$ cat src/cthi_params.svh
// cthi_params.svh: offsets, field positions, widths, threshold and counts for the
// transmit history and interrupt grouping block. Definitions only.
`ifndef CTHI_PARAMS_SVH
`define CTHI_PARAMS_SVH

`define CTHI_DEPTH 8
`define CTHI_PTR_W 3
`define CTHI_CNT_W 4
`define CTHI_LABEL_W 8
`define CTHI_THRESHOLD 4'h6

`define CTHI_OFS_GLOBAL_CONTROL 8'h00
`define CTHI_OFS_HISTORY_CONTROL 8'h04
`define CTHI_OFS_HISTORY_STATUS 8'h08
`define CTHI_OFS_HISTORY_READ_WINDOW 8'h0c
`define CTHI_OFS_GLOBAL_TX_IRQ_STATUS 8'h10

`define CTHI_GC_OVF_IE_BIT 0
`define CTHI_HC_ENABLE_BIT 0
`define CTHI_HC_MODE_BIT 1
`define CTHI_HC_IE_BIT 2
`define CTHI_HC_LINK_LSB 4
`define CTHI_HS_EMPTY_BIT 0
`define CTHI_HS_FULL_BIT 1
`define CTHI_HS_OVF_BIT 2
`define CTHI_HS_IRQ_BIT 3
`define CTHI_HS_CNT_LSB 8
`define CTHI_RW_KIND_LSB 0
`define CTHI_RW_INDEX_LSB 2
`define CTHI_RW_LABEL_LSB 8

`define CTHI_KIND_BUFFER 2'h1
`define CTHI_KIND_FIFO 2'h2

`endif

$ cat src/cthi_pkg.sv
// cthi_pkg: types shared by the transmit history block and its users.
// assumes cthi_params.svh is on the include path.
`include "cthi_params.svh"
package cthi_pkg;

    typedef struct packed {
        logic wr;
        logic rd;
        logic [7:0] addr;
        logic [31:0] wdata;
    } cthi_bus_req_t;

    // one transmit-complete event from the buffer or fifo logic
    typedef struct packed {
        logic valid;
        logic ok;
        logic from_fifo;
        logic [1:0] buf_idx;
        logic store_en;
        logic [`CTHI_LABEL_W-1:0] label;
    } cthi_tx_evt_t;

    typedef struct packed {
        logic [1:0] record_source_kind;
        logic [1:0] record_source_index;
        logic [`CTHI_LABEL_W-1:0] label;
    } cthi_record_t;

    typedef struct packed {
        logic history_overflow_irq_enable;
        logic history_enable;
        logic history_irq_mode;
        logic history_irq_enable;
        logic [1:0] fifo_link_buffer_select;
        logic history_irq_request;
        logic overflow;
        cthi_record_t [`CTHI_DEPTH-1:0] mem;
        logic [`CTHI_PTR_W-1:0] wp;
        logic [`CTHI_PTR_W-1:0] rp;
        logic [`CTHI_CNT_W-1:0] cnt;
        logic can_rx_prev;
        logic [31:0] rdata;
        logic irq_global_rx_fifo;
        logic irq_global_error;
        logic irq_chan_tx;
        logic irq_chan_fifo_rx;
        logic irq_chan_error;
        logic irq_chan_wakeup;
    } cthi_state_t;

endpackage

$ cat src/cthi_top.sv
// cthi_top: one channel's transmit history buffer plus the grouping of the
// module's interrupt sources onto six registered interrupt outputs.
// assumes all inputs synchronous to mclk; event inputs are one-cycle pulses,
// request inputs are levels held by the logic that owns their flags.
//
// Overview of operation
// one history buffer per channel holding up to eight records
// records written only for error-free transmissions, never for failed ones
// source kind 01 for dedicated buffer, 10 for fifo
// dedicated records carry buffer index 0 to 3
// fifo records carry the buffer number the fifo is linked to
// each record carries the label supplied with its message
// per-message store enable decides whether a record is made
// threshold mode raises the history request at six records held
// other mode raises the history request on every stored record
// disabling history keeps a pending request until software clears it
// history irq enable gates the request into the channel transmit irq
// history overflow raises the global error irq when reporting enabled
// one global control bit enables overflow reporting module wide
// channel transmit irq merges four sources, visible in global status
// six interrupt outputs are provided
// global receive fifo irq follows any receive fifo request
// channel fifo receive irq follows any tx/rx fifo receive request
// wakeup irq on a falling edge of the bus receive signal
// software confirms all transmit request flags cleared before leaving service
// records read oldest first; advancing frees one; empty/full follow count
//
// The address-and-strobe port and the register offsets are this design's own decisions.
`timescale 1ns/1ps
module cthi_top
    import cthi_pkg::*;
#(
    parameter int RX_FIFOS = 2,
    parameter int TXRX_FIFOS = 1
) (
    // clock and reset
    input wire logic mclk,
    input wire logic rst_b,
    // register port
    input wire cthi_bus_req_t bus_req,
    output logic [31:0] bus_rdata,
    // transmit completion
    input wire cthi_tx_evt_t tx_evt,
    // other interrupt request levels
    input wire logic tx_complete_req,
    input wire logic tx_abort_req,
    input wire logic fifo_tx_req,
    input wire logic [RX_FIFOS-1:0] rx_fifo_req,
    input wire logic [TXRX_FIFOS-1:0] txrx_fifo_rx_req,
    input wire logic dlc_error_req,
    input wire logic fifo_msg_lost_req,
    input wire logic chan_error_req,
    // bus receive line
    input wire logic can_rx,
    // interrupt outputs
    output logic irq_global_rx_fifo,
    output logic irq_global_error,
    output logic irq_chan_tx,
    output logic irq_chan_fifo_rx,
    output logic irq_chan_error,
    output logic irq_chan_wakeup
);

    cthi_state_t st_reg;
    cthi_state_t st_next;
    logic full;
    logic pop;
    logic want_store;
    logic do_store;
    logic hist_src;
    logic [3:0] tx_sources;

    function automatic logic hit(input cthi_bus_req_t r, input logic [7:0] ofs);
        hit = r.addr == ofs;
    endfunction

    assign full = st_reg.cnt == `CTHI_CNT_W'(`CTHI_DEPTH);
    assign pop = bus_req.wr && hit(bus_req, `CTHI_OFS_HISTORY_READ_WINDOW) && st_reg.cnt != 4'h0;
    assign want_store = tx_evt.valid && tx_evt.ok && tx_evt.store_en && st_reg.history_enable;
    assign do_store = want_store && (!full || pop);
    assign hist_src = st_reg.history_irq_request && st_reg.history_irq_enable;
    assign tx_sources = {st_reg.history_irq_request, fifo_tx_req, tx_abort_req, tx_complete_req};

    always_comb begin
        st_next = st_reg;
        st_next.can_rx_prev = can_rx;
        // register writes
        if (bus_req.wr && hit(bus_req, `CTHI_OFS_GLOBAL_CONTROL)) begin
            st_next.history_overflow_irq_enable = bus_req.wdata[`CTHI_GC_OVF_IE_BIT];
        end
        if (bus_req.wr && hit(bus_req, `CTHI_OFS_HISTORY_CONTROL)) begin
            st_next.history_enable = bus_req.wdata[`CTHI_HC_ENABLE_BIT];
            st_next.history_irq_mode = bus_req.wdata[`CTHI_HC_MODE_BIT];
            st_next.history_irq_enable = bus_req.wdata[`CTHI_HC_IE_BIT];
            st_next.fifo_link_buffer_select = bus_req.wdata[`CTHI_HC_LINK_LSB +: 2];
        end
        // flags clear on a written zero; a same-cycle set below still wins
        if (bus_req.wr && hit(bus_req, `CTHI_OFS_HISTORY_STATUS)) begin
            if (!bus_req.wdata[`CTHI_HS_OVF_BIT]) begin
                st_next.overflow = 1'b0;
            end
            if (!bus_req.wdata[`CTHI_HS_IRQ_BIT]) begin
                st_next.history_irq_request = 1'b0;
            end
        end
        // buffer contents and pointers
        if (pop) begin
            st_next.rp = st_reg.rp + 3'h1;
        end
        if (do_store) begin
            st_next.mem[st_reg.wp].record_source_kind = tx_evt.from_fifo ? `CTHI_KIND_FIFO : `CTHI_KIND_BUFFER;
            st_next.mem[st_reg.wp].record_source_index =
                tx_evt.from_fifo ? st_reg.fifo_link_buffer_select : tx_evt.buf_idx;
            st_next.mem[st_reg.wp].label = tx_evt.label;
            st_next.wp = st_reg.wp + 3'h1;
        end
        if (do_store && !pop) begin
            st_next.cnt = st_reg.cnt + 4'h1;
        end else if (!do_store && pop) begin
            st_next.cnt = st_reg.cnt - 4'h1;
        end
        if (want_store && !do_store) begin
            st_next.overflow = 1'b1;
        end
        if (do_store && (st_reg.history_irq_mode || st_next.cnt == `CTHI_THRESHOLD)) begin
            st_next.history_irq_request = 1'b1;
        end
        // disabling empties the buffer but leaves the request flag alone
        if (!st_next.history_enable) begin
            st_next.wp = 3'h0;
            st_next.rp = 3'h0;
            st_next.cnt = 4'h0;
        end
        // read data, valid the cycle after the strobe only
        st_next.rdata = 32'h0;
        if (bus_req.rd) begin
            unique case (bus_req.addr)
                `CTHI_OFS_GLOBAL_CONTROL: begin
                    st_next.rdata[`CTHI_GC_OVF_IE_BIT] = st_reg.history_overflow_irq_enable;
                end
                `CTHI_OFS_HISTORY_CONTROL: begin
                    st_next.rdata[`CTHI_HC_ENABLE_BIT] = st_reg.history_enable;
                    st_next.rdata[`CTHI_HC_MODE_BIT] = st_reg.history_irq_mode;
                    st_next.rdata[`CTHI_HC_IE_BIT] = st_reg.history_irq_enable;
                    st_next.rdata[`CTHI_HC_LINK_LSB +: 2] = st_reg.fifo_link_buffer_select;
                end
                `CTHI_OFS_HISTORY_STATUS: begin
                    st_next.rdata[`CTHI_HS_EMPTY_BIT] = st_reg.cnt == 4'h0;
                    st_next.rdata[`CTHI_HS_FULL_BIT] = full;
                    st_next.rdata[`CTHI_HS_OVF_BIT] = st_reg.overflow;
                    st_next.rdata[`CTHI_HS_IRQ_BIT] = st_reg.history_irq_request;
                    st_next.rdata[`CTHI_HS_CNT_LSB +: 4] = st_reg.cnt;
                end
                `CTHI_OFS_HISTORY_READ_WINDOW: begin
                    // an empty buffer reads as zero rather than stale data
                    if (st_reg.cnt != 4'h0) begin
                        st_next.rdata[`CTHI_RW_KIND_LSB +: 2] = st_reg.mem[st_reg.rp].record_source_kind;
                        st_next.rdata[`CTHI_RW_INDEX_LSB +: 2] = st_reg.mem[st_reg.rp].record_source_index;
                        st_next.rdata[`CTHI_RW_LABEL_LSB +: `CTHI_LABEL_W] = st_reg.mem[st_reg.rp].label;
                    end
                end
                `CTHI_OFS_GLOBAL_TX_IRQ_STATUS: begin
                    st_next.rdata[3:0] = tx_sources;
                end
                default: begin
                    st_next.rdata = 32'h0;
                end
            endcase
        end
        // interrupt outputs, one register stage after their sources
        st_next.irq_global_rx_fifo = |rx_fifo_req;
        st_next.irq_global_error = dlc_error_req || fifo_msg_lost_req
            || (st_reg.overflow && st_reg.history_overflow_irq_enable);
        st_next.irq_chan_tx = tx_complete_req || tx_abort_req || fifo_tx_req || hist_src;
        st_next.irq_chan_fifo_rx = |txrx_fifo_rx_req;
        st_next.irq_chan_error = chan_error_req;
        st_next.irq_chan_wakeup = st_reg.can_rx_prev && !can_rx;
    end

    always_ff @(posedge mclk or negedge rst_b) begin
        if (!rst_b) begin
            st_reg <= '0;
            st_reg.can_rx_prev <= 1'b1;
        end else begin
            st_reg <= st_next;
        end
    end

    assign bus_rdata = st_reg.rdata;
    assign irq_global_rx_fifo = st_reg.irq_global_rx_fifo;
    assign irq_global_error = st_reg.irq_global_error;
    assign irq_chan_tx = st_reg.irq_chan_tx;
    assign irq_chan_fifo_rx = st_reg.irq_chan_fifo_rx;
    assign irq_chan_error = st_reg.irq_chan_error;
    assign irq_chan_wakeup = st_reg.irq_chan_wakeup;

    // checks
    logic clr_irq_wr;
    assign clr_irq_wr = bus_req.wr && hit(bus_req, `CTHI_OFS_HISTORY_STATUS) && !bus_req.wdata[`CTHI_HS_IRQ_BIT];
endmodule

$ cat config.mk
export PLATFORM = sky130hd
export DESIGN_NAME = cthi_top
export DESIGN_NICKNAME = d
export VERILOG_FILES = /design/src/cthi_pkg.sv /design/src/cthi_top.sv
export VERILOG_INCLUDE_DIRS = /design/src
export SDC_FILE = /design/constraint.sdc
export NUM_CORES = 1
export LEC_CHECK = 0
export ABC_AREA = 1
export BUFFER_PORTS_ARGS = -buffer_cell sky130_fd_sc_hd__clkbuf_2
export CORE_AREA = 2 2 173 175
export CTS_CLUSTER_DIAMETER = 50
export DETAILED_ROUTE_END_ITERATION = 10
export DIE_AREA = 0 0 175 177
export PLACE_DENSITY = 0.43
export SETUP_SLACK_MARGIN = 0.05
export SLEW_MARGIN = 20
export SYNTH_ARGS = -nofsm -noshare
export SYNTH_HDL_FRONTEND = slang
export SYNTH_SLANG_ARGS = --single-unit
$ cat constraint.sdc
create_clock -name mclk -period 2.65 [get_ports mclk]
set_input_delay 0.1325 -clock mclk [delete_from_list [all_inputs] [get_ports mclk]]
set_output_delay 0.1325 -clock mclk [all_outputs]
set_load 0.01 [all_outputs]
==> results <==
- The number of buffers added for setup after CTS is 0.
- The netlist area before placement is about 0.0066 mm2.
- The clock passes through at most 2 buffers.
- The initial core utilization is between 20% and 30%.
- The register bit count reported by yosys is 135.
- The number of buffers inserted during clock tree synthesis is 17.
- In the finished design, the share of the clock period the worst path needs comes to roughly 90%.
- The number of failing setup endpoints in the final timing report is 0.
- The initial antenna violation count came to 0.
- Headroom to the max-slew limit came out at approximately 57%.
- Yosys printed 0 warnings.
- For this run, the register share of the synthesized area comes to between 50 and 60%.
- The quantity of I/O buffers inserted on ports is 61.
- The most repeated cell in the gate-level netlist after synthesis is sky130_fd_sc_hd__nand2_1.
- The clock tree from TritonCTS is yes.
- The slew at the pin closest to its max-slew limit is 0.6420 ns.
- The area occupied by registers is between 0.003 and 0.004 mm2.
- The height of the die is 177 um.
- The floorplan step set the die width to between 150 and 200 um.
- Data on the critical path is required at its endpoint by around 2.9 ns.
- The layout net count is slightly below 900.
- The floorplan step defined a die boundary enclosing roughly 0.031 mm2.
- The xor-xnor portion of the synthesized cell area is less than 1%.
- The synthesized area per cell is around 9 um2.
- The detail-routed via count per cell is between 4 and 5.
- The clock tree root buffer cell is sky130_fd_sc_hd__clkbuf_16.
- The most used flip-flop cell after synthesis is sky130_fd_sc_hd__dfrtp_1.
- The startpoint-to-endpoint class of the critical path is reg -> reg.
- The synthesized netlist cell count is 749.
- The critical path starts at st_reg[39].
- The largest total area in the synthesized netlist belongs to sky130_fd_sc_hd__dfrtp_1.
- The CTS H-tree depth is 4.
- The routed layout has about 5.1k vias.
- The worst clock skew is 0.02607 ns.
- The number of endpoints with negative hold slack in the final report came to 0.
- The kind of cell adding the most delay to the critical path is simple AND/OR/NAND/NOR gates.
- The area share of and/or/nand/nor cells after synthesis is approximately 18%.
- The area of the core region is between 0.02 and 0.03 mm2.
- The number of logic stages on the critical path including buffering is 10.
- For this run, the top clock speed supported by timing is between 0.4 and 0.5 GHz.
- For this design the top-level I/O count stands at 106.
- The category of the worst setup path capture point is a register.
- The accumulated negative setup slack is 0 ns.
- The fraction of layout cells with a size suffix above 1 is roughly 20%.
- The distinct cell type count after synthesis is between 40 and 50.
- After Yosys synthesis, full adders, half adders and majority gates account for 0.7534% of the synthesized area.
- After synthesis, the share of flip-flops with an asynchronous set or reset is 100.0%.
- The wire length of the first global-routing pass is ~28 mm.
- The detailed router finished its first iteration with slightly below 300 violations.
- The total clock sinks is around 140.
- The total count of max-transition violations in the final report was 0.
- The area used by multi-input combinational logic is about 0.0027 mm2.
- The clock reaches the later pin of the worst-skew pair after 0.43 ns.
- The tool flagged a number of max-cap violations equal to 0.
- The worst path buffer plus inverter count is 2.
- The clock-pin slew on the worst setup and hold paths is ~0.060 ns.
- The worst min-delay path category is in -> reg.
- The detail-routed net length per standard cell is between 10 and 15 um.
- The total number of placement rows is 63.
- The DRC violation count after routing is 0.
- Summed over all layers, the global routing overflow is 0.
- The compound-cell area share of the yosys netlist is roughly a fifth.
- The count of cells along the worst register-to-register path is 10.
- The worst-case vdd ir drop is 360.7 uV.
- Data on the critical path arrives at its endpoint at 2.60 ns.
- At the end of routability-driven placement, the weighted congestion stood at approximately 0.76.
- In this run the worst path has a maximum fanout of 24.
- The total design power is 7.429 mW.
- The run finished with clean final reports.
- The repair_antennas step left the layout with diodes totalling 0.
- Sorting the synthesized cells by how often they occur yields 135 x sky130_fd_sc_hd__nand2_1, 134 x sky130_fd_sc_hd__dfrtp_1, 86 x sky130_fd_sc_hd__nor2_1.
- The growth of design area from synthesis to finish is 20.00%.
- The worst register-to-register path has a setup slack of 0.33 ns.
- In this run, synthesis inferred 0 flip-flops with an integrated enable.
- The count of nets left with antenna violations once routing finished came out at 0.
- The signal on the critical path passes through inv_1 > ha_1 > a21oi_4 > nand2_4 > nand4_4 > nand2_8 > inv_8 > nand2_2 > nand2_1 > o21ai_1.
- The routed design could run at a clock period as short as approximately 2.3 ns.
- In this design, the stage delay of the slowest critical-path cell is about 0.44 ns.
- The worst setup path is launched from a register.
- Sorting the synthesized cells by area gives the leading types as sky130_fd_sc_hd__dfrtp_1 50%, sky130_fd_sc_hd__nand2_1 7.6%, sky130_fd_sc_hd__o21ai_0 5.0%.
- The total wirelength of the detailed-routed design is 17.60 mm.
- For this run, the total global-route usage over all layers was measured as between 10% and 20%.
- Entering global routing, the biggest net connects between 60 and 70 pins.
- The end of the worst register-to-register path is st_reg[137].
- In this run the biggest area consumer among cell types represents between 50% and 60% of the synthesized area.
- The power per unit of standard cell area is 931.9 mW/mm2.
- Setup repair after global routing left no endpoint under its margin.
- The first detailed-routing pass took 5 iterations.
- The largest family of logic cells by synthesized area is compound AO/OA/AOI/OAI gates.
- The fraction of synthesized area in multiplexers is 0.3390%.
- Summed over all cells, the static leakage comes to about 3.8 nW.
- The capture point of the worst path is st_reg[137].
- The startpoint identified for the worst register-to-register timing path is st_reg[39].
- After legalization and detailed placement, the total HPWL measured 11.17 mm.
- The register with the most flip-flops in the layout has roughly 120 of them.
- The number of fill cells in the layout is approximately 3.2k.
- The number of global-route vias before repair came to slightly above 5k.
- The slowest cell on the critical path is sky130_fd_sc_hd__dfrtp_1.
stage by stage:
step	setup slack [ns]	utilization, %	std cells	area (um2)	hold slack (ns)
after global routing	0.1097	27.26	1211	7971	0.04334
after floorplan	0.7339	-	766	6706	-0.1631
after CTS	0.2912	27.26	1211	7971	0.02343
after detailed placement	0.3045	24.50	1162	7166	0.1911
final	0.3313	27.26	1211	7971	0.02953
after global placement	0.3324	24.50	1162	7166	0.2056
logic make-up after synthesis:
logic type      count (synthesis)
simple gates                  270
fa+ha+maj                       4
flops                         135
xor+xnor                        3
compound gates                212
mux                             2
buf+inv                       122
other cells                     1
where the power goes:
| group | leakage [nW] | internal [mW] | switching, mW |
|---|---|---|---|
| registers | 1.71 | 2.77 | 0.412 |
| clock network | 0.305 | 1.61 | 0.959 |
| logic | 1.81 | 0.683 | 0.995 |
| total | 3.83 | 5.06 | 2.37 |
tightest hold or removal path: cells and delay by family:
| family | cells | cell delay [ns] |
|---|---|---|
| compound gates | 1 | 0.07 |
| simple gates | 1 | 0.09 |
| buf+inv | 1 | 0.12 |
cell usage in the layout (no fill, tap or decap), types with 5 or more instances in the layout:
cell type                         n
sky130_fd_sc_hd__nand2_1        135
sky130_fd_sc_hd__o221ai_1        11
sky130_fd_sc_hd__dfrtp_1        134
sky130_fd_sc_hd__dlygate4sd3_1   17
sky130_fd_sc_hd__nand2_4          8
sky130_fd_sc_hd__nor2_1          86
sky130_fd_sc_hd__nand3_1         18
sky130_fd_sc_hd__o21ai_0         66
sky130_fd_sc_hd__o21ai_2         25
sky130_fd_sc_hd__conb_1          18
sky130_fd_sc_hd__a21oi_1         25
sky130_fd_sc_hd__a31oi_1          6
sky130_fd_sc_hd__clkbuf_2        60
sky130_fd_sc_hd__buf_4           12
sky130_fd_sc_hd__inv_1           50
sky130_fd_sc_hd__nand4_1          5
sky130_fd_sc_hd__o22ai_1          5
sky130_fd_sc_hd__clkbuf_16       17
sky130_fd_sc_hd__o21ai_1         63
metal layers:
metal	vias up	wire length (um)	share of wire, %	GRT usage [%]
met4	0	42	0.24	2.604
li1	2554	-	-	-
met1	2446	8816	50	16.74
met2	116	7947	45	18.74
met5	-	0	0	0
met3	2	788	4.5	2.448
area by class of cell:
type,count,share of cell area [%]
multi-input combinational,509,33.24
clock buffer,19,5.556
inverter,53,2.590
tap,390,6.121
timing repair buffer,92,7.675
clock inverter,13,2.417
sequential,135,42.40
worst min-delay path by stage:
stage | startpoint | endpoint | slack (ns) | cells past startpoint
global placement | rst_b | st_reg[42] | 0.21 | 1
floorplan | rst_b | bus_rdata[0] | -0.16 | 0
finish | bus_req[41] | st_reg[152] | 0.03 | 3
detailed placement | rst_b | st_reg[42] | 0.19 | 1
CTS | bus_req[41] | st_reg[152] | 0.02 | 3
global route | bus_req[41] | st_reg[152] | 0.04 | 3
repair_timing:
action | CTS | global route
hold buffers | 17 | 0
gates resized for setup | 0 | 0
hold endpoints to repair | 78 | 0
Power figures use the tool's default switching activity.
